File: src/common/p2g_pkg.sv
// p2g_pkg: constants and carriers for the port 2 gpio / capture-compare pin block
// assumes one 200 MHz core clock and a plain strobe register port
package p2g_pkg;
   localparam int unsigned NLINES = 16;             // port width
   localparam int unsigned NFAST = 8;               // upper lines used as fast interrupts
   localparam int unsigned FAST_BASE = 8;           // first fast interrupt line
   localparam int unsigned T7_LINE = 15;            // line feeding timer seven count input
   localparam int unsigned AW = 16;                 // register address width
   // printed register offsets
   localparam logic [15:0] ADDR_ODC = 16'hF1C2;     // port2_open_drain_control
   localparam logic [15:0] ADDR_DATA = 16'hFFC0;    // port2_data_latch
   localparam logic [15:0] ADDR_DIR = 16'hFFC2;     // port2_direction
   // block-local registers
   localparam logic [15:0] ADDR_PIN = 16'hF1D0;     // pin input latch, read only
   localparam logic [15:0] ADDR_IRQ_STAT = 16'hF1D2; // sticky edge status, write one to clear
   localparam logic [15:0] ADDR_IRQ_MASK = 16'hF1D4; // interrupt enable mask
   localparam logic [15:0] RST_WORD = 16'h0000;     // reset value of every register
   // sampling figures
   localparam int unsigned CLK_MHZ = 200;           // core clock rate
   localparam int unsigned SLOW_SAMPLE_NS = 200;    // standard capture interrupt sample period
   localparam int unsigned FAST_SAMPLE_NS = 25;     // fast interrupt sample period
   localparam int unsigned SLOW_CYC = (SLOW_SAMPLE_NS * CLK_MHZ) / 1000;
   localparam int unsigned FAST_CYC = (FAST_SAMPLE_NS * CLK_MHZ) / 1000;
   // compare actions per line from the capture/compare unit
   typedef enum logic [3:0] {
      P2G_CMP_NONE = 4'h1,   // no hardware change
      P2G_CMP_TOGGLE = 4'h2, // mode 1 and double-register mode
      P2G_CMP_SET = 4'h4,    // mode 3 match
      P2G_CMP_CLEAR = 4'h8   // mode 3 timer overflow
   } p2g_cmp_e;
   // register bus request carrier
   typedef struct packed {
      logic [15:0] addr;
      logic [15:0] wdata;
      logic wr;
      logic rd;
   } p2g_bus_s;
   // pin carrier: two signals per line
   typedef struct packed {
      logic [15:0] dout;
      logic [15:0] oe_n;
   } p2g_pin_s;
endpackage : p2g_pkg

File: src/rtl/p2g_port.sv
// p2g_port: sixteen-line gpio port whose lines serve the capture/compare units
// assumes pins synchronous to core_clk; bus strobes one cycle, never both at once
module p2g_port #(
   parameter int unsigned SLOW_DIV = p2g_pkg::SLOW_CYC, // slow sample period in cycles
   parameter int unsigned FAST_DIV = p2g_pkg::FAST_CYC  // fast sample period in cycles
) (
   input wire logic core_clk,
   input wire logic sys_rst,
   input wire p2g_pkg::p2g_bus_s bus,
   output logic [15:0] rdata,
   input wire logic [15:0] pin_in,
   output p2g_pkg::p2g_pin_s pin,
   input wire logic [15:0] cmp_trig,
   input wire p2g_pkg::p2g_cmp_e [15:0] cmp_act,
   output logic [15:0] cc_line_in,
   output logic [15:0] cc_irq_edge,
   output logic [7:0] fast_irq_edge,
   output logic timer_seven_count_input,
   output logic irq
);
   // register map seen by software (all sixteen bits wide):
   //   output latch      read/write, compare hardware may change it between writes
   //   direction         read/write, one makes the line a driven output
   //   open-drain        read/write, one lets a line drive only the low level
   //   pin input latch   read only, the level the capture unit sees
   //   edge status       sticky, write one to clear, a new edge beats the clear
   //   edge mask         read/write, gates status onto the level interrupt
   // timing seen by the rest of the chip:
   //   writes land at the edge that samples the strobe
   //   read data stand for exactly one cycle after the read strobe, zero otherwise
   //   compare actions land at the edge that samples the trigger
   //   capture lines lag the pin by one cycle, edge pulses by one cycle to one sample period more
   // limitation: edges are found by comparing samples, so a pulse shorter than
   // one sample period can be missed; that is the price of the slow sample rate
   logic [15:0] data_r;   // output latch
   logic [15:0] dir_r;    // direction
   logic [15:0] odc_r;    // open-drain control
   logic [15:0] inl_r;    // input latch
   logic [15:0] stat_r;   // sticky edge status
   logic [15:0] mask_r;   // interrupt mask
   logic [15:0] slow_smp_r; // slow-sampled levels
   logic [7:0] fast_smp_r;  // fast-sampled levels
   logic [7:0] slow_cnt_r;  // slow sample divider
   logic [7:0] fast_cnt_r;  // fast sample divider
   logic slow_tick;
   logic fast_tick;
   logic [15:0] pin_lvl;    // effective pin state
   logic [15:0] data_nxt;
   logic [15:0] slow_nxt;
   logic [7:0] fast_nxt;
   logic slow_armed_r;      // set once the slow reference sample is valid
   logic fast_armed_r;      // set once the fast reference sample is valid
   logic cpu_latch_wr;      // software write to the output latch this cycle

   // address match helper, used for every register
   function automatic logic hit(input logic [15:0] a, input logic [15:0] r);
      hit = (a == r);
   endfunction : hit

   // register writes: direction and open-drain
   always_ff @(posedge core_clk) begin
      if (sys_rst) begin
         dir_r <= p2g_pkg::RST_WORD;
         odc_r <= p2g_pkg::RST_WORD;
      end else if (bus.wr) begin
         if (hit(bus.addr, p2g_pkg::ADDR_DIR)) begin
            dir_r <= bus.wdata;
         end else if (hit(bus.addr, p2g_pkg::ADDR_ODC)) begin
            odc_r <= bus.wdata;
         end
      end
   end

   // software write to the output latch, shared by the latch logic and its checks
   assign cpu_latch_wr = bus.wr && hit(bus.addr, p2g_pkg::ADDR_DATA);

   // per-line next output latch; software write wins over hardware trigger
   always_comb begin
      data_nxt = data_r;
      for (int i = 0; i < p2g_pkg::NLINES; i++) begin
         if (cmp_trig[i]) begin
            case (cmp_act[i])
               p2g_pkg::P2G_CMP_TOGGLE: data_nxt[i] = ~data_r[i];
               p2g_pkg::P2G_CMP_SET: data_nxt[i] = 1'b1;
               p2g_pkg::P2G_CMP_CLEAR: data_nxt[i] = 1'b0;
               default: data_nxt[i] = data_r[i];
            endcase
         end
      end
      if (cpu_latch_wr) begin
         data_nxt = bus.wdata;
      end
   end

   // output latch register
   always_ff @(posedge core_clk) begin
      if (sys_rst) begin
         data_r <= p2g_pkg::RST_WORD;
      end else begin
         data_r <= data_nxt;
      end
   end

   // pin drivers: enable low while driving; open-drain releases the high level
   always_comb begin
      pin.dout = data_r;
      pin.oe_n = ~(dir_r & ~(odc_r & data_r));
   end

   // effective pin level: output lines show the latch, inputs the pin
   assign pin_lvl = (dir_r & data_r) | (~dir_r & pin_in);

   // input latch, one flop of the sampled pin
   always_ff @(posedge core_clk) begin
      if (sys_rst) begin
         inl_r <= p2g_pkg::RST_WORD;
      end else begin
         inl_r <= pin_lvl;
      end
   end

   // capture channel lines, one to one with port lines
   assign cc_line_in = inl_r;
   // top line doubles as timer seven count input
   assign timer_seven_count_input = inl_r[p2g_pkg::T7_LINE];

   // sample rate dividers; each makes a one-cycle tick
   always_ff @(posedge core_clk) begin
      if (sys_rst) begin
         slow_cnt_r <= 8'h00;
         fast_cnt_r <= 8'h00;
      end else begin
         slow_cnt_r <= slow_tick ? 8'h00 : slow_cnt_r + 8'h01;
         fast_cnt_r <= fast_tick ? 8'h00 : fast_cnt_r + 8'h01;
      end
   end
   assign slow_tick = (slow_cnt_r == 8'(SLOW_DIV - 1));
   assign fast_tick = (fast_cnt_r == 8'(FAST_DIV - 1));

   // sampled levels; edge seen when two samples differ
   assign slow_nxt = slow_tick ? inl_r : slow_smp_r;
   assign fast_nxt = fast_tick ? inl_r[p2g_pkg::FAST_BASE +: p2g_pkg::NFAST] : fast_smp_r;

   // first-tick arming: the samples reset to zero, but an idle pin may sit high behind
   // its pull-up, so the first tick after reset would report a false edge on every such
   // line; the first tick therefore only loads the reference sample
   always_ff @(posedge core_clk) begin
      if (sys_rst) begin
         slow_armed_r <= 1'b0;
         fast_armed_r <= 1'b0;
      end else begin
         if (slow_tick) begin
            slow_armed_r <= 1'b1; // slow reference now valid
         end
         if (fast_tick) begin
            fast_armed_r <= 1'b1; // fast reference now valid
         end
      end
   end

   always_ff @(posedge core_clk) begin
      if (sys_rst) begin
         slow_smp_r <= p2g_pkg::RST_WORD;
         fast_smp_r <= 8'h00;
         cc_irq_edge <= p2g_pkg::RST_WORD;
         fast_irq_edge <= 8'h00;
      end else begin
         slow_smp_r <= slow_nxt;
         fast_smp_r <= fast_nxt;
         cc_irq_edge <= (slow_tick && slow_armed_r) ? (inl_r ^ slow_smp_r) : 16'h0000;
         fast_irq_edge <= (fast_tick && fast_armed_r) ?
            (inl_r[p2g_pkg::FAST_BASE +: p2g_pkg::NFAST] ^ fast_smp_r) : 8'h00;
      end
   end

   // sticky status, set wins over write-one clear; mask
   always_ff @(posedge core_clk) begin
      if (sys_rst) begin
         stat_r <= p2g_pkg::RST_WORD;
         mask_r <= p2g_pkg::RST_WORD;
      end else begin
         if (bus.wr && hit(bus.addr, p2g_pkg::ADDR_IRQ_STAT)) begin
            stat_r <= (stat_r & ~bus.wdata) | cc_irq_edge;
         end else begin
            stat_r <= stat_r | cc_irq_edge;
         end
         if (bus.wr && hit(bus.addr, p2g_pkg::ADDR_IRQ_MASK)) begin
            mask_r <= bus.wdata;
         end
      end
   end
   assign irq = |(stat_r & mask_r);

   // read data one cycle after the strobe; unmapped reads zero
   always_ff @(posedge core_clk) begin
      if (sys_rst) begin
         rdata <= p2g_pkg::RST_WORD;
      end else if (bus.rd) begin
         if (hit(bus.addr, p2g_pkg::ADDR_DATA)) begin
            rdata <= data_r;
         end else if (hit(bus.addr, p2g_pkg::ADDR_DIR)) begin
            rdata <= dir_r;
         end else if (hit(bus.addr, p2g_pkg::ADDR_ODC)) begin
            rdata <= odc_r;
         end else if (hit(bus.addr, p2g_pkg::ADDR_PIN)) begin
            rdata <= inl_r;
         end else if (hit(bus.addr, p2g_pkg::ADDR_IRQ_STAT)) begin
            rdata <= stat_r;
         end else if (hit(bus.addr, p2g_pkg::ADDR_IRQ_MASK)) begin
            rdata <= mask_r;
         end else begin
            rdata <= p2g_pkg::RST_WORD;
         end
      end else begin
         rdata <= p2g_pkg::RST_WORD;
      end
   end

   // checks on whole words
   // a software write to the latch lands whatever the compare unit asks
   chk_cpu_wins: assert property (@(posedge core_clk) disable iff (sys_rst)
      cpu_latch_wr |=> data_r == $past(bus.wdata))
      else $error("cpu write lost to compare trigger");
   // with no trigger and no write the latch holds
   chk_no_trig_hold: assert property (@(posedge core_clk) disable iff (sys_rst)
      cmp_trig == 16'h0000 && !cpu_latch_wr |=> $stable(data_r))
      else $error("latch changed without trigger");
   // the top line reaches the timer seven count input
   chk_t7_route: assert property (@(posedge core_clk) disable iff (sys_rst)
      timer_seven_count_input == cc_line_in[15])
      else $error("timer seven input mismatch");
   // latch reads back what the pins are driven from
   chk_latch_readback: assert property (@(posedge core_clk) disable iff (sys_rst)
      bus.rd && bus.addr == p2g_pkg::ADDR_DATA |=> rdata == $past(data_r))
      else $error("latch readback wrong");
   // pin input latch reads back what the capture unit sees
   chk_pin_readback: assert property (@(posedge core_clk) disable iff (sys_rst)
      bus.rd && bus.addr == p2g_pkg::ADDR_PIN |=> rdata == $past(cc_line_in))
      else $error("pin latch readback wrong");
   // read data stand only in the cycle after a read strobe
   chk_rdata_idle: assert property (@(posedge core_clk) disable iff (sys_rst)
      !bus.rd |=> rdata == 16'h0000)
      else $error("read data outside read cycle");
   // fast edges appear only after an armed fast tick
   chk_fast_rate: assert property (@(posedge core_clk) disable iff (sys_rst)
      fast_irq_edge != 8'h00 |-> $past(fast_tick) && $past(fast_armed_r))
      else $error("fast edge off its sample tick");
   // slow edges appear only after an armed slow tick
   chk_slow_rate: assert property (@(posedge core_clk) disable iff (sys_rst)
      cc_irq_edge != 16'h0000 |-> $past(slow_tick) && $past(slow_armed_r))
      else $error("slow edge off its sample tick");
   // the arming tick never reports an edge
   chk_first_quiet: assert property (@(posedge core_clk) disable iff (sys_rst)
      $rose(slow_armed_r) |-> cc_irq_edge == 16'h0000)
      else $error("false slow edge after reset");
   chk_fast_quiet: assert property (@(posedge core_clk) disable iff (sys_rst)
      $rose(fast_armed_r) |-> fast_irq_edge == 8'h00)
      else $error("false fast edge after reset");
   // the interrupt is the level of any unmasked status bit
   chk_irq_level: assert property (@(posedge core_clk) disable iff (sys_rst)
      irq == (|(stat_r & mask_r)))
      else $error("interrupt level wrong");

   // per-line checks, one copy for each port line
   for (genvar g = 0; g < p2g_pkg::NLINES; g++) begin : g_line_chk
      // mode 1 and double-register mode invert the latch
      chk_toggle_line: assert property (@(posedge core_clk) disable iff (sys_rst)
         cmp_trig[g] && cmp_act[g] == p2g_pkg::P2G_CMP_TOGGLE && !cpu_latch_wr |=> data_r[g] != $past(data_r[g]))
         else $error("toggle did not invert latch");
      // mode 3 match loads a one
      chk_set_line: assert property (@(posedge core_clk) disable iff (sys_rst)
         cmp_trig[g] && cmp_act[g] == p2g_pkg::P2G_CMP_SET && !cpu_latch_wr |=> data_r[g])
         else $error("set match missed");
      // mode 3 timer overflow loads a zero
      chk_clear_line: assert property (@(posedge core_clk) disable iff (sys_rst)
         cmp_trig[g] && cmp_act[g] == p2g_pkg::P2G_CMP_CLEAR && !cpu_latch_wr |=> !data_r[g])
         else $error("overflow clear missed");
      // an input line is never driven
      chk_drive_enable: assert property (@(posedge core_clk) disable iff (sys_rst)
         !dir_r[g] |-> pin.oe_n[g])
         else $error("input line driven");
      // open drain never drives the high level
      chk_open_drain: assert property (@(posedge core_clk) disable iff (sys_rst)
         odc_r[g] && data_r[g] |-> pin.oe_n[g])
         else $error("open drain drove high");
      // open drain still drives the low level
      chk_od_low: assert property (@(posedge core_clk) disable iff (sys_rst)
         dir_r[g] && odc_r[g] && !data_r[g] |-> !pin.oe_n[g])
         else $error("open drain failed to drive low");
      // push-pull output always drives
      chk_push_pull: assert property (@(posedge core_clk) disable iff (sys_rst)
         dir_r[g] && !odc_r[g] |-> !pin.oe_n[g])
         else $error("push pull output released");
      // an output line shows its latch to the capture unit
      chk_capture_path: assert property (@(posedge core_clk) disable iff (sys_rst)
         dir_r[g] |=> cc_line_in[g] == $past(data_r[g]))
         else $error("output line capture mismatch");
      // an input line shows its pin to the capture unit
      chk_input_capture: assert property (@(posedge core_clk) disable iff (sys_rst)
         !dir_r[g] |=> cc_line_in[g] == $past(pin_in[g]))
         else $error("input line capture mismatch");
      // an edge always lands in status, even beside a clear
      chk_status_sticky: assert property (@(posedge core_clk) disable iff (sys_rst)
         cc_irq_edge[g] |=> stat_r[g])
         else $error("sticky status lost");
      // status holds until software clears it
      chk_status_hold: assert property (@(posedge core_clk) disable iff (sys_rst)
         stat_r[g] && !(bus.wr && bus.addr == p2g_pkg::ADDR_IRQ_STAT) |=> stat_r[g])
         else $error("status dropped without clear");
      // a write of one clears status when no new edge arrives
      chk_status_clear: assert property (@(posedge core_clk) disable iff (sys_rst)
         bus.wr && bus.addr == p2g_pkg::ADDR_IRQ_STAT && bus.wdata[g] && !cc_irq_edge[g] |=> !stat_r[g])
         else $error("status clear ignored");
   end

   // main scenarios worth seeing
   cov_toggle: cover property (@(posedge core_clk)
      cmp_trig[0] && cmp_act[0] == p2g_pkg::P2G_CMP_TOGGLE);
   cov_clash: cover property (@(posedge core_clk)
      cmp_trig != 16'h0000 && bus.wr);
   cov_fast: cover property (@(posedge core_clk)
      fast_irq_edge != 8'h00);
   cov_irq: cover property (@(posedge core_clk)
      irq);
   cov_status_clear: cover property (@(posedge core_clk)
      bus.wr && bus.addr == p2g_pkg::ADDR_IRQ_STAT && stat_r != 16'h0000);
endmodule : p2g_port

File: config.mk
export PLATFORM = sky130hd
export DESIGN_NAME = p2g_port
export DESIGN_NICKNAME = d
export VERILOG_FILES = /design/src/common/p2g_pkg.sv /design/src/rtl/p2g_port.sv
export SDC_FILE = /design/constraint.sdc
export NUM_CORES = 1
export LEC_CHECK = 0
export BUFFER_PORTS_ARGS = -buffer_cell sky130_fd_sc_hd__buf_4
export CAP_MARGIN = 20
export CORE_MARGIN = 2
export CORE_UTILIZATION = 55
export CTS_BUF_LIST = sky130_fd_sc_hd__clkbuf_4 sky130_fd_sc_hd__clkbuf_8
export CTS_CLUSTER_SIZE = 28
export DETAILED_ROUTE_END_ITERATION = 8
export PLACE_DENSITY = 0.92
export SETUP_SLACK_MARGIN = 0.2
export SYNTH_ARGS = -nofsm -noshare
export SYNTH_HDL_FRONTEND = slang
export SYNTH_SLANG_ARGS = --single-unit
File: constraint.sdc
create_clock -name core_clk -period 5.06 [get_ports core_clk]
set_clock_uncertainty 0.1 [all_clocks]
set_input_delay 0.253 -clock core_clk [delete_from_list [all_inputs] [get_ports core_clk]]
set_output_delay 0.253 -clock core_clk [all_outputs]
set_load 0.02 [all_outputs]
Word level (Yosys, flattened, before mapping) --
Index checks and enable logic that the tools add are counted.
Operators by class: reduce and logical (&&, ||, !) cells 61, equal/unequal tests 56, bitwise operators 35, mux-type cells 40, $add $sub $neg 2
Operator list (number):
- 16-bit 2-to-1 mux | 8
- 16-bit bitwise AND | 6
- 16-bit == test (second input constant) | 6
- 4-bit by 2-bit == test with 1-bit output (second input constant) | 16
- 4-bit by 3-bit == test with 1-bit output (second input constant) | 16
- 4-bit == test (second input constant) | 16
- 16-bit NOT | 4
- 4-bit nonzero test | 16
- 16-bit OR | 3
- 1-bit case mux with 3 select lines | 16
- 2-bit AND reduction | 17
- 2-bit nonzero test | 16
- 1-bit NOT | 20
- 8-bit by 1-bit adder with 8-bit output (second input constant) | 2
- 1-bit 2-to-1 mux | 16
- 16-bit OR reduction | 1
- 16-bit XOR | 1
- 2-bit OR reduction | 5
- 8-bit by 3-bit == test with 1-bit output (second input constant) | 1
- 8-bit by 6-bit == test with 1-bit output (second input constant) | 1
- 8-bit XOR | 1
- 1-bit logical AND | 5
- 3-bit AND reduction | 1
Storage, ports and cells: word-level logic and storage cells 224, bits of input ports 132, register bits after elaboration 178, output and inout port bits 90

Depth between registers and ports, before layout --
Gate-level depths: netlist (run 1).
depth after elaboration 7, depth in mapped cells 8

Worst setup path after synthesis (run 1) --
OpenSTA, ideal clock, no wires.
path kind input -> register, start input port bus[19] (netlist name), end register stat_r[10], slack 2.855 ns, data required time 4.832 ns, data arrival time 1.977 ns, buffers on the path 3, cell stages on the path 8, cells stage by stage buf_4 > or4b_4 > nor4_4 > buf_6 > buf_4 > nand3_1 > a21oi_1 > nor2_1
On the way: longest elaborated chain between the ends 3
RTL lines:
- start: declaration | line p2g_port.sv:9 | input wire p2g_pkg::p2g_bus_s bus,
- 16-bit == test | line p2g_port.sv:57 | hit = (a == r);
- 1-bit logical AND | line p2g_port.sv:182 | if (bus.wr && hit(bus.addr, p2g_pkg::ADDR_IRQ_STAT)) begin
- 16-bit 2-to-1 mux | line p2g_port.sv:182
- end signal: assignment | line p2g_port.sv:179 | stat_r <= p2g_pkg::RST_WORD;
- end signal: assignment | line p2g_port.sv:183 | stat_r <= (stat_r & ~bus.wdata) | cc_irq_edge;
- end signal: assignment | line p2g_port.sv:185 | stat_r <= stat_r | cc_irq_edge;
- end: declaration | line p2g_port.sv:39 | logic [15:0] stat_r;
No other way between the ends. A chain may end at the register's enable or synchronous reset.

Worst setup path in the final report (run 1) --
start input port bus[28] (netlist name), end register mask_r[2]
On the way: longest elaborated chain between the ends 2
RTL lines:
- 16-bit == test | line p2g_port.sv:57
- 1-bit logical AND | line p2g_port.sv:187 | if (bus.wr && hit(bus.addr, p2g_pkg::ADDR_IRQ_MASK)) begin
- end signal: assignment | line p2g_port.sv:180 | mask_r <= p2g_pkg::RST_WORD;
- end signal: assignment | line p2g_port.sv:188 | mask_r <= bus.wdata;
- end: declaration | line p2g_port.sv:40 | logic [15:0] mask_r;
No other way between the ends.

==> results by stage, run 1 <==
Status:
- The flow ran to the end, and the final reports show no timing, DRC or antenna violations.

Clocking:
- The number of buffers between clock root and the deepest sink is 2.
- The number of sinks handled by clock tree synthesis is approximately 180.
- In this run the number of H-tree levels came out at 4.
- The clock tree from TritonCTS is done.
- The number of resized instances in the post-cts repair step is 0.
- The clock reaches the later pin of the worst-skew pair after 470 ps.
- Clock tree synthesis selected as its root buffer the cell sky130_fd_sc_hd__clkbuf_8.
- Clock-pin slew was measured on the worst setup and hold paths at approximately 90 ps.
- Once the clock tree was built, the setup fixing pass inserted 0 buffers.
- The number of clock buffers inserted by TritonCTS is 17.
- The hold-fix buffer count after cts is 33.

Synthesis:
- Synthesis produced a netlist with a net count of 1087.
- In the post-synthesis netlist, the cell with the most instances is sky130_fd_sc_hd__dfxtp_1.
- During synthesis, Yosys emitted a total of 0 warnings.
- Summing the sequential cell areas from Yosys gives ~44% of the chip area.
- The synthesized design contains 178 register bits.
- The number of cells produced by synthesis is around 950.
- The area share of the leading cell type in the synthesized netlist is 44.5%.
- Of all flip-flops after synthesis, the portion carrying an async set or reset was 0%.
- The cell type with the highest aggregate area in the netlist is sky130_fd_sc_hd__dfxtp_1.
- The synthesized area divided by synthesized cell count is around 8.4 um2.
- The commonest register cell after synthesis is sky130_fd_sc_hd__dfxtp_1.
- The synthesized design contains 0 enable-type register cells.
- In the post-synthesis netlist, the biggest area contributors are sky130_fd_sc_hd__dfxtp_1 44%, sky130_fd_sc_hd__mux2i_1 7.0%, sky130_fd_sc_hd__nand2_1 6.6%.
- The distinct cell type count of the synthesized netlist is 48.
- Summing every instance area after synthesis gives roughly 0.008 mm2.
- In the synthesized netlist, the cells that appear most often are 178 x sky130_fd_sc_hd__dfxtp_1, 140 x sky130_fd_sc_hd__nand2_1, 125 x sky130_fd_sc_hd__nor2_1.

Cells and area:
- At the end of the flow, the number of nets in the layout was 1321.
- The antenna diode count is 0.
- The post-route netlist has between 20% and 30% of its cells at a drive strength greater than 1.
- From synthesis to final layout, the design area changed by 31.9%.

STA:
- Setup repair after global routing left no endpoint under its margin.
- The worst relative slew slack is between 30% and 40%.
- Setup violations remaining at the end of the flow were counted as 0.
- Of the available clock period, the critical path in the final layout requires 46.8%.
- The final-report max-slew violation count was 0.
- The highest clock rate is ~420 MHz.
- Summed over all failing endpoints, the final setup total negative slack is 0 ps.
- The minimum period implied by the final worst setup slack is approximately 2400 ps.
- The final setup slack of the worst path is about 2700 ps.
- The number of hold violations in the final report is 0.
- The transition time of the tightest slew-check pin is roughly 1000 ps.

Critical path:
- The critical path arrival is roughly 2600 ps.
- The category of the critical setup timing path is input port to register.
- STA classifies the critical path endpoint as a register.
- Across all register-to-register paths, the minimum setup slack is between 2000 and 3000 ps.
- The biggest fanout along the worst timing path is 16.
- STA classifies the critical path startpoint as an input port.
- The required time of the critical path is about 5300 ps.

Min path:
- The class of the worst hold path is input port to register.

Power:
- For this design the static power due to leakage is 0.00423 uW.
- Power spread over the standard cell area amounts to ~270 mW/mm2.
- The total power draw is ~2800 uW.
- IR analysis of the VDD net gives a maximum drop of ~180 uV.

Die:
- The core region is approximately 0.014 mm2.
- The die is around 120 um tall.
- The number of placement rows is 44.
- The number of placed I/O pins is 222.
- The floorplan step defined a die boundary enclosing about 0.016 mm2.
- The die width is between 100 and 150 um.
- Once the floorplan was initialized, standard cells occupied between 50% and 60% of the core.

Placed design:
- The HPWL after detailed placement is roughly 17 mm.
- The count of buffers added on input and output ports is 221.
- OpenSTA, run right after detailed placement, puts the worst setup slack at roughly 2200 ps.
- The congestion estimate from routability-driven global placement came to ~0.9.

Global routing:
- The pin count of the biggest net entering global routing is 82.
- The via count of the first global-routing pass is 7799.
- The first global-routing pass estimated a little under 40 mm of wire.
- Summed over all layers, the global routing overflow is 0.
- Global routing used 31.0% of the available tracks across all layers.
- The initial antenna violation count is 0.

Run:
- Across the run, the number of max-cap violations was 0.

Drt:
- The number of vias after detailed routing is a little over 8000.
- The detailed router's first-iteration violation count is around 830.
- Dividing the detail-routed via count by the number of cells gives approximately 5.9.
- The number of search-and-repair iterations in the first detailed-routing pass is 5.
- In the routed design, unresolved DRC markers number 0.
- The wire length reported by the detailed router is 24.9 mm.
- The number of nets still failing antenna checks after routing is 0.
- The detailed-route wire length per cell is about 18 um.
[worst max-delay path: stages]
cell                        delay [ps]
sky130_fd_sc_hd__buf_4             110
sky130_fd_sc_hd__nand4bb_1         410
sky130_fd_sc_hd__nor4_2            380
sky130_fd_sc_hd__buf_4             240
sky130_fd_sc_hd__and3_1            840
sky130_fd_sc_hd__mux2i_1           290
sky130_fd_sc_hd__nor2_1             60
[layer usage]
metal | GRT usage, % | wire [um]
met5 | 0 | 0
met4 | 14.2 | 899
met3 | 8.59 | 2520
met2 | 52.5 | 12000
met1 | 36.6 | 9460
[layout make-up]
type,instances,area [um2]
clock buffer,18,248
clock inverter,14,203
fill,1019,3800
inverter,25,93.8
multi-input combinational,701,4170
sequential,178,3560
tap,184,230
timing repair buffer,263,2060
[cell usage in the layout, fill, tap and decap left out, drive strengths merged, types with 3 or more instances in the layout]
master / count
dfxtp: 178
xor2: 7
a21boi: 15
o221ai: 11
bufinv: 4
or3: 3
o21ai: 45
a21oi: 78
a222oi: 4
clkbuf: 18
and4: 3
nand3: 26
mux2i: 56
a31oi: 16
clkinvlp: 4
and3: 6
clkinv: 3
nand2: 141
or4: 18
buf: 230
mux2: 4
nor4: 7
nand3b: 3
dlygate4sd3: 33
nand2b: 34
a22oi: 12
xnor2: 28
nor2: 125
o211a: 12
a221oi: 8
inv: 28
ha: 3
a22o: 4
o31ai: 15
[cell families after synthesis]
kind of cell | synth area share, %
compound gates | 17.7
buf+inv | 3.76
simple gates | 22.2
flops | 44.5
fa+ha+maj | 0.469
mux | 7.56
xor+xnor | 3.83
[per-stage QoR]
| step | hold WS [ps] | std cells | area [um2] | util [%] |
|---|---|---|---|---|
| finish | 23.3 | 1383 | 10600 | 73.5 |
| floorplan | 293 | 952 | 8010 | - |
| global route | 65.9 | 1383 | 10600 | 73.5 |
| CTS | 23.1 | 1383 | 10600 | 73.5 |
| detailed placement | 344 | 1318 | 9780 | 68.1 |
| global placement | 330 | 1318 | 9780 | 68.1 |
[report_power, final]
part           internal [uW]  total (uW)  switching (uW)
clock                    557        1090             531
sequential              1420        1460            37.6
combinational            153         297             144
total                   2130        2840             712
[flip-flops by register name, indices dropped and copies added, names as in the netlist]
name and cells:
cc_irq_edge 16, cc_line_in 16, data_r 16, dir_r 16
fast_armed_r 1, fast_cnt_r 8, fast_irq_edge 8, fast_smp_r 8
mask_r 16, odc_r 16, rdata 16, slow_armed_r 1
slow_cnt_r 8, slow_smp_r 16, stat_r 16
[path summary, 6_finish.rpt]
check | startpoint | depth (start not counted) | endpoint
max | bus[28] | 7 | mask_r[2]
min | cmp_act[38] | 3 | data_r[9]
max reg2reg | slow_cnt_r[3] | 4 | cc_irq_edge[14]
min reg2reg | slow_cnt_r[0] | 1 | slow_cnt_r[0]
No activity file was read; power rests on OpenSTA's default activity.
==> inputs of run 2 (changes only) <==
--- a/config.mk
+++ b/config.mk
@@ -8,11 +8,11 @@
 export BUFFER_PORTS_ARGS = -buffer_cell sky130_fd_sc_hd__buf_4
 export CAP_MARGIN = 20
 export CORE_MARGIN = 2
-export CORE_UTILIZATION = 55
+export CORE_UTILIZATION = 49
 export CTS_BUF_LIST = sky130_fd_sc_hd__clkbuf_4 sky130_fd_sc_hd__clkbuf_8
 export CTS_CLUSTER_SIZE = 28
 export DETAILED_ROUTE_END_ITERATION = 8
-export PLACE_DENSITY = 0.92
+export PLACE_DENSITY = 0.88
 export SETUP_SLACK_MARGIN = 0.2
 export SYNTH_ARGS = -nofsm -noshare
 export SYNTH_HDL_FRONTEND = slang
==> constraint.sdc (replaced) <==
create_clock -name core_clk -period 2 [get_ports core_clk]
set_clock_uncertainty 0.1 [all_clocks]
set_input_delay 0.1 -clock core_clk [delete_from_list [all_inputs] [get_ports core_clk]]
set_output_delay 0.1 -clock core_clk [all_outputs]
set_load 0.02 [all_outputs]
==> results by stage, run 2 (synthesized netlist as in run 1, its figures left out) <==
Die:
- In this run the count of I/O pins placed on the die edge is 222.
- The floorplan has 46 rows.
- The floorplan die height is ~130 um.
- The die width is approximately 130 um.
- The placeable core area is between 0.015 and 0.02 mm2.
- The die outline area is ~0.017 mm2.
- The effective utilization at floorplan is between 50% and 60%.

Critical path:
- The signal on the critical path passes through a22o_1 -> a221oi_2 -> nand4_1 -> buf_4.
- Of all nets on the critical path, the largest fanout is 2.
- The cell type of the slowest stage on the worst timing path is sky130_fd_sc_hd__dfxtp_2.
- The kind of start point of the critical path is a register.
- For the worst setup path, the data required time is roughly 1800 ps.
- The type of element capturing the critical path is an output pin.
- The critical path arrival is between 1500 and 2000 ps.
- The highest cell delay on the worst timing path is approximately 350 ps.
- By startpoint and endpoint, the worst setup path is classified as register to output pin.

Min path:
- The min-delay analysis places its worst path in the category input port to register.

Placed design:
- The half-perimeter wire length after detailed placement is about 18 mm.
- In this run the cell area measured after placement is just over 0.01 mm2.
- Port buffering added 221 buffers.
- The congestion estimate from routability-driven global placement came to roughly 0.90.

Cells and area:
- The layout net count is between 1000 and 1500.
- Once layout is done, the placed cells without fillers occupy 0.0115 mm2.
- The utilization after layout is 71.9%.
- The ratio of cells with drive above 1 in the final layout is between 20% and 30%.
- The total of fill cells in the finished design is 1121.
- The area growth from synthesis to layout is 43.1%.
- The top cell types in the final layout, fill and taps aside, are 270 x sky130_fd_sc_hd__buf_4, 157 x sky130_fd_sc_hd__dfxtp_1, 140 x sky130_fd_sc_hd__nand2_1, 118 x sky130_fd_sc_hd__nor2_1, 78 x sky130_fd_sc_hd__a21oi_1.
- The commonest non-fill, non-tap cell in the layout is sky130_fd_sc_hd__buf_4.

Power:
- For this design the static power due to leakage is 0.00465 uW.
- The power per cell area is between 600 and 700 mW/mm2.
- IR analysis of the VDD net gives a maximum drop of 455 uV.

Clocking:
- The tree built by TritonCTS fans out to 178 sinks.
- TritonCTS built the clock tree.
- The number of buffers between clock root and the deepest sink is 2.
- The number of clock buffers inserted by TritonCTS is 17.
- The clock root buffer is sky130_fd_sc_hd__clkbuf_8.
- The clock reaches the later pin of the worst-skew pair after between 400 and 500 ps.
- CTS built an H-tree with a depth of 4.
- The clock transition at the register clock pins on the worst setup and hold paths after CTS is 90 ps.

Status:
- The flow ran to the end, and the final reports show no timing, DRC or antenna violations.

STA:
- Setup repair after global routing could not meet its margin everywhere.
- The highest clock rate is about 520 MHz.
- The worst path in the final design needs a cycle of around 1900 ps, including I/O delays and setup.
- After layout, the worst path uses between 90% and 100% of the clock period.
- The worst relative slew slack is a little over half.
- The number of hold violations in the final report is 0.
- The setup TNS is 0 ps.
- The final-report max-slew violation count is 0.
- The number of endpoints failing setup at the final stage is 0.
- The transition time of the tightest slew-check pin is between 600 and 700 ps.

Drt:
- The first TritonRoute pass finished after 6 iterations.
- The met2 routed wirelength is approximately 14 mm.
- Using the TritonRoute via totals, the vias-per-cell ratio works out to around 5.8.
- In this run the top signal layer used is met4.
- The detailed-route wire length per cell is 18.6 um.
- In the routed design, unresolved DRC markers number 0.
- Summing over every cut layer, the via total after detailed routing is just under 9000.
- The total length of routed met3 wires is about 2.7 mm.
- For this block, wires on met1 add up to 10.4 mm.
- The detailed router's first-iteration violation count is slightly below 900.
- The wire length reported by the detailed router is 27.9 mm.
- The number of nets still failing antenna checks after routing is 0.

Global routing:
- Entering global routing, the biggest net connects 54 pins.
- Global routing used a little under a third of the available tracks.
- The initial antenna violation count is 1.
- The via count of the first global-routing pass was roughly 8500.
- Summed over all layers, the global routing overflow is 0.
- The wire length of the first global-routing pass is 41.9 mm.

Run:
- The tool flagged a number of max-cap violations equal to 0.
==> run 2: worst max-delay path, delay by kind of cell, from the launching register on <==
| family | cells | cell delay, ps |
|---|---|---|
| AO/OA/AOI/OAI | 2 | 450 |
| buffers and inverters | 1 | 220 |
| flip-flops | 1 | 350 |
| AND/OR/NAND/NOR | 1 | 220 |
==> run 2: final cells by class <==
class | instances | area (um2) | area share, %
antenna | 1 | 2.50 | 0.0218
clock buffer | 24 | 312 | 2.72
clock inverter | 8 | 77.6 | 0.677
inverter | 25 | 93.8 | 0.819
multi-input combinational | 701 | 4330 | 37.8
sequential | 178 | 3590 | 31.4
tap | 216 | 270 | 2.36
timing repair buffer | 342 | 2780 | 24.3
==> run 2: final timing paths <==
check | startpoint | end | slack (ps) | cells after the start
setup / recovery | mask_r[12] | irq | 90 | 4
hold / removal | cmp_act[27] | data_r[6] | 20 | 5
setup reg to reg | fast_cnt_r[1] | fast_irq_edge[0] | 170 | 8
hold reg to reg | fast_cnt_r[0] | fast_cnt_r[0] | 370 | 1
==> run 2: layer usage <==
| layer | GRT usage [%] | vias to the layer above |
|---|---|---|
| met5 | 0 | - |
| met4 | 14.4 | 0 |
| met3 | 8.00 | 119 |
| met2 | 52.8 | 547 |
| met1 | 34.0 | 4100 |
| li1 | - | 3966 |
==> run 2: what timing repair did <==
item / in CTS / in global routing
cloned: 0 / 1
hold buffers: 68 / 0
buffers inserted: 3 / 1
setup endpoints to repair: 2 / 34
pin swaps: 3 / 12
resized for setup: 7 / 43
hold endpoints to repair: 108 / 0
==> run 2: report_power, final <==
part	leakage, uW	total (uW)	switching (uW)	internal [uW]
registers	0.00145	3700	98.0	3600
logic	0.00300	898	414	485
clock network	0.000199	2430	1270	1160
total	0.00465	7020	1780	5240
==> run 2: through the flow <==
step	hold WS, ps	setup WS (ps)	power, uW	std cells
2_1_floorplan	140	63.6	4060	952
3_3_place_gp	229	-35.9	4450	1388
3_5_place_dp	240	-138	4470	1388
4_1_cts	2.61	134	6940	1491
5_1_grt	54.6	68.4	7230	1494
6_report	19.6	91.4	7020	1495
==> inputs of run 3 (changes only) <==
--- a/config.mk
+++ b/config.mk
@@ -7,12 +7,14 @@
 export LEC_CHECK = 0
 export BUFFER_PORTS_ARGS = -buffer_cell sky130_fd_sc_hd__buf_4
 export CAP_MARGIN = 20
+export CELL_PAD_IN_SITES_DETAIL_PLACEMENT = 2
+export CELL_PAD_IN_SITES_GLOBAL_PLACEMENT = 2
 export CORE_MARGIN = 2
-export CORE_UTILIZATION = 49
+export CORE_UTILIZATION = 28
 export CTS_BUF_LIST = sky130_fd_sc_hd__clkbuf_4 sky130_fd_sc_hd__clkbuf_8
 export CTS_CLUSTER_SIZE = 28
 export DETAILED_ROUTE_END_ITERATION = 8
-export PLACE_DENSITY = 0.88
+export PLACE_DENSITY = 0.87
 export SETUP_SLACK_MARGIN = 0.2
 export SYNTH_ARGS = -nofsm -noshare
 export SYNTH_HDL_FRONTEND = slang
==> results by stage, run 3 (synthesized netlist as in run 1, its figures left out) <==
Status:
- The run finished, with violations left.
- The checks that failed: hold timing.

Global routing:
- The combined global-route utilization of all metal layers is 26.6%.
- The layer with the highest usage after global routing is met2.
- The wire length of the first global-routing pass is about 60 mm.
- The residual overflow from global routing is 0.
- The met1 usage is 28.5%.
- The met2 capacity usage during global routing is 49.4%.
- The initial antenna violation count came to 1.
- The met3 track demand over resource in global routing is under 10%.
- The pin count of the biggest net entering global routing is 84.
- The via count of the first global-routing pass is 10200.

Power:
- The combinational group share of total power is between 10% and 20%.
- Summed over all nets, the switching power comes to ~2100 uW.
- Per report_power, the sequential group accounts for approximately half of the total.
- Summing internal, switching and leakage power gives 7290 uW.
- The internal power of the cells totals ~5200 uW.
- The fraction of power spent switching nets is around 29%.
- The clock share of power is between 30 and 40%.
- The leakage power total is about 0.0047 uW.
- The largest voltage drop on the vdd net is between 300 and 400 uV.
- The power per cell area is 617 mW/mm2.

Critical path:
- STA classifies the critical path endpoint as an output pin.
- STA classifies the critical path startpoint as a register.
- Of all nets on the critical path, the largest fanout is 3.
- Data on the critical path arrives at its endpoint at 1790 ps.
- The worst register-to-register path begins at slow_cnt_r[0].
- The setup check on the worst reg-to-reg path leaves a slack of around 120 ps.
- Counting cells, the worst reg-to-reg path comes to 6.
- The endpoint of the worst-slack reg-to-reg timing path is cc_irq_edge[5].
- The category of the critical setup timing path is register to output pin.
- Data on the critical path is required at its endpoint by 1800 ps.

Clocking:
- The number of clock buffers inserted by TritonCTS is 17.
- The tree is rooted in a sky130_fd_sc_hd__clkbuf_8.
- Counting along the longest clock path gives a buffer depth of 2.
- TritonCTS built the clock tree.
- The clock transition at the register clock pins on the worst setup and hold paths after CTS is about 100 ps.
- The maximum level of the CTS H-tree is 4.
- The number of sinks handled by clock tree synthesis is about 180.
- The clock reaches the later pin of the worst-skew pair after 490 ps.

Cells and area:
- The utilization after layout is a little over two fifths.
- The total of fill cells in the finished design is slightly above 3000.
- The commonest non-fill, non-tap cell in the layout is sky130_fd_sc_hd__buf_4.
- The finished cells cover between 0.01 and 0.015 mm2.
- Leaving out fill and tap cells, the most frequent cells in the layout are 266 x sky130_fd_sc_hd__buf_4, 163 x sky130_fd_sc_hd__dfxtp_1, 140 x sky130_fd_sc_hd__nand2_1, 117 x sky130_fd_sc_hd__nor2_1, 78 x sky130_fd_sc_hd__a21oi_1.
- The ratio of cells with drive above 1 in the final layout is between 20% and 30%.
- For this run, the post-layout net count is 1401.
- The final instance count without filler cells is ~1700.
- The area growth from synthesis to layout is 47.4%.

STA:
- Derived from the worst setup path, the maximum achievable clock frequency is approximately 500 MHz.
- In the finished design, the share of the clock period the worst path needs comes to 99.7%.
- The minimum period implied by the final worst setup slack is between 1500 and 2000 ps.
- Once routing completed, OpenROAD measured the worst setup slack at 5.48 ps.
- The number of hold violations in the final report came to 2.
- Setup repair after global routing could not meet its margin everywhere.
- The worst hold slack after final layout is -55.9 ps.
- The final-report max-slew violation count is 0.
- The number of endpoints failing setup at the final stage is 0.
- In this run the tightest slew margin relative to its limit is between 40% and 50%.
- For the pin with the worst max-slew slack, the measured transition is 764 ps.

Die:
- The effective utilization at floorplan is between 20% and 30%.
- The die width is about 170 um.
- The die covers ~0.03 mm2.
- In this run the count of I/O pins placed on the die edge is ~220.
- The number of placement rows is slightly above 60.
- The floorplan die height is 173 um.
- The placeable core area is ~0.028 mm2.

Drt:
- For this block, the initial DRC count from the detailed router was 673.
- The remaining routing DRC violations is 0.
- The routed via count divided by cell count is roughly 5.6.
- The routed layout has around 9000 vias.
- The number of nets still failing antenna checks after routing is 0.
- Dividing the detail-routed wire length by the instance count gives about 27 um.
- Wires add up to roughly 45 mm.
- The first detailed-routing pass ran for 6 iterations.

Run:
- The max-cap check violation count is 0.

Min path:
- The count of cells along the worst hold path is 4.
- In this run the worst hold path is classified as input port to register.
- The startpoint of the tightest hold check path is cmp_act[15].
- For hold timing, the worst endpoint is data_r[3].

Placed design:
- Including well taps, the total number of placed cells is ~1600.
- Routability-driven placement finished with a final weighted congestion of roughly 0.79.
- The standard cell area after detailed placement is 0.0105 mm2.
- The minimum setup slack after placement is -111 ps.
- Port buffering added roughly 220 buffers.
- The half-perimeter wire length after detailed placement is about 25 mm.
[run 3: changes by cell type in the layout (fill, tap and decap cells not counted), moves of 4 or more]
cell and change:
sky130_fd_sc_hd__a31oi_1 -4, sky130_fd_sc_hd__buf_4 -4, sky130_fd_sc_hd__dfxtp_4 +5, sky130_fd_sc_hd__dfxtp_2 -11, sky130_fd_sc_hd__buf_12 +4, sky130_fd_sc_hd__o21ai_0 -5, sky130_fd_sc_hd__dfxtp_1 +6, sky130_fd_sc_hd__nor2_2 +4
[run 3: through the flow]
step,setup TNS (ps),hold WS [ps]
after floorplan,0,140
after global placement,-539,232
after detailed placement,-2250,239
after CTS,0,2.66
after global routing,-22.7,14.9
final,0,-55.9
[run 3: worst max-delay path, stage by stage (launching register included)]
cell	delay, ps
sky130_fd_sc_hd__dfxtp_1	410
sky130_fd_sc_hd__a22o_4	290
sky130_fd_sc_hd__a221oi_4	240
sky130_fd_sc_hd__nand4_1	180
sky130_fd_sc_hd__buf_6	190
[run 3: repair_timing]
item,in CTS,in global routing
setup endpoints to repair,1,64
gates cloned,0,1
hold buffers,66,3
setup buffers,1,2
pin swaps,2,7
hold endpoints to repair,100,4
resized for setup,5,65
[run 3: worst max path at each step]
| stage | from | to | slack (ps) |
|---|---|---|---|
| global placement | bus[18] | rdata[14] | -60 |
| global route | stat_r[9] | irq | -20 |
| floorplan | bus[19] | odc_r[6] | 60 |
| finish | mask_r[4] | irq | 5 |
| CTS | mask_r[12] | irq | 70 |
| detailed placement | bus[18] | rdata[0] | -110 |
[run 3: area by class of cell]
| class | count | area, um2 | share of cell area, % |
|---|---|---|---|
| Sequential cell | 178 | 3600 | 30.5 |
| Tap cell | 378 | 473 | 4.01 |
| Antenna cell | 1 | 2.50 | 0.0212 |
| Multi-Input combinational cell | 701 | 4400 | 37.3 |
| Timing Repair Buffer | 343 | 2850 | 24.1 |
| Inverter | 25 | 96.3 | 0.816 |
| Clock inverter | 11 | 105 | 0.890 |
| Clock buffer | 21 | 277 | 2.34 |
[run 3: routing by layer]
metal | wire length [um] | up-vias
li1 | - | 3968
met1 | 17200 | 4645
met2 | 23000 | 476
met3 | 2500 | 140
met4 | 2290 | 0
met5 | 0 | -
[run 3: power groups by stage]
stage | clock [uW] | sequential, uW | combinational, uW
final | 2590 | 3700 | 994
after floorplan | 0 | 3790 | 269
after global routing | 2740 | 3710 | 1060
after CTS | 2530 | 3690 | 889
after detailed placement | 0 | 3770 | 763
after global placement | 0 | 3760 | 729
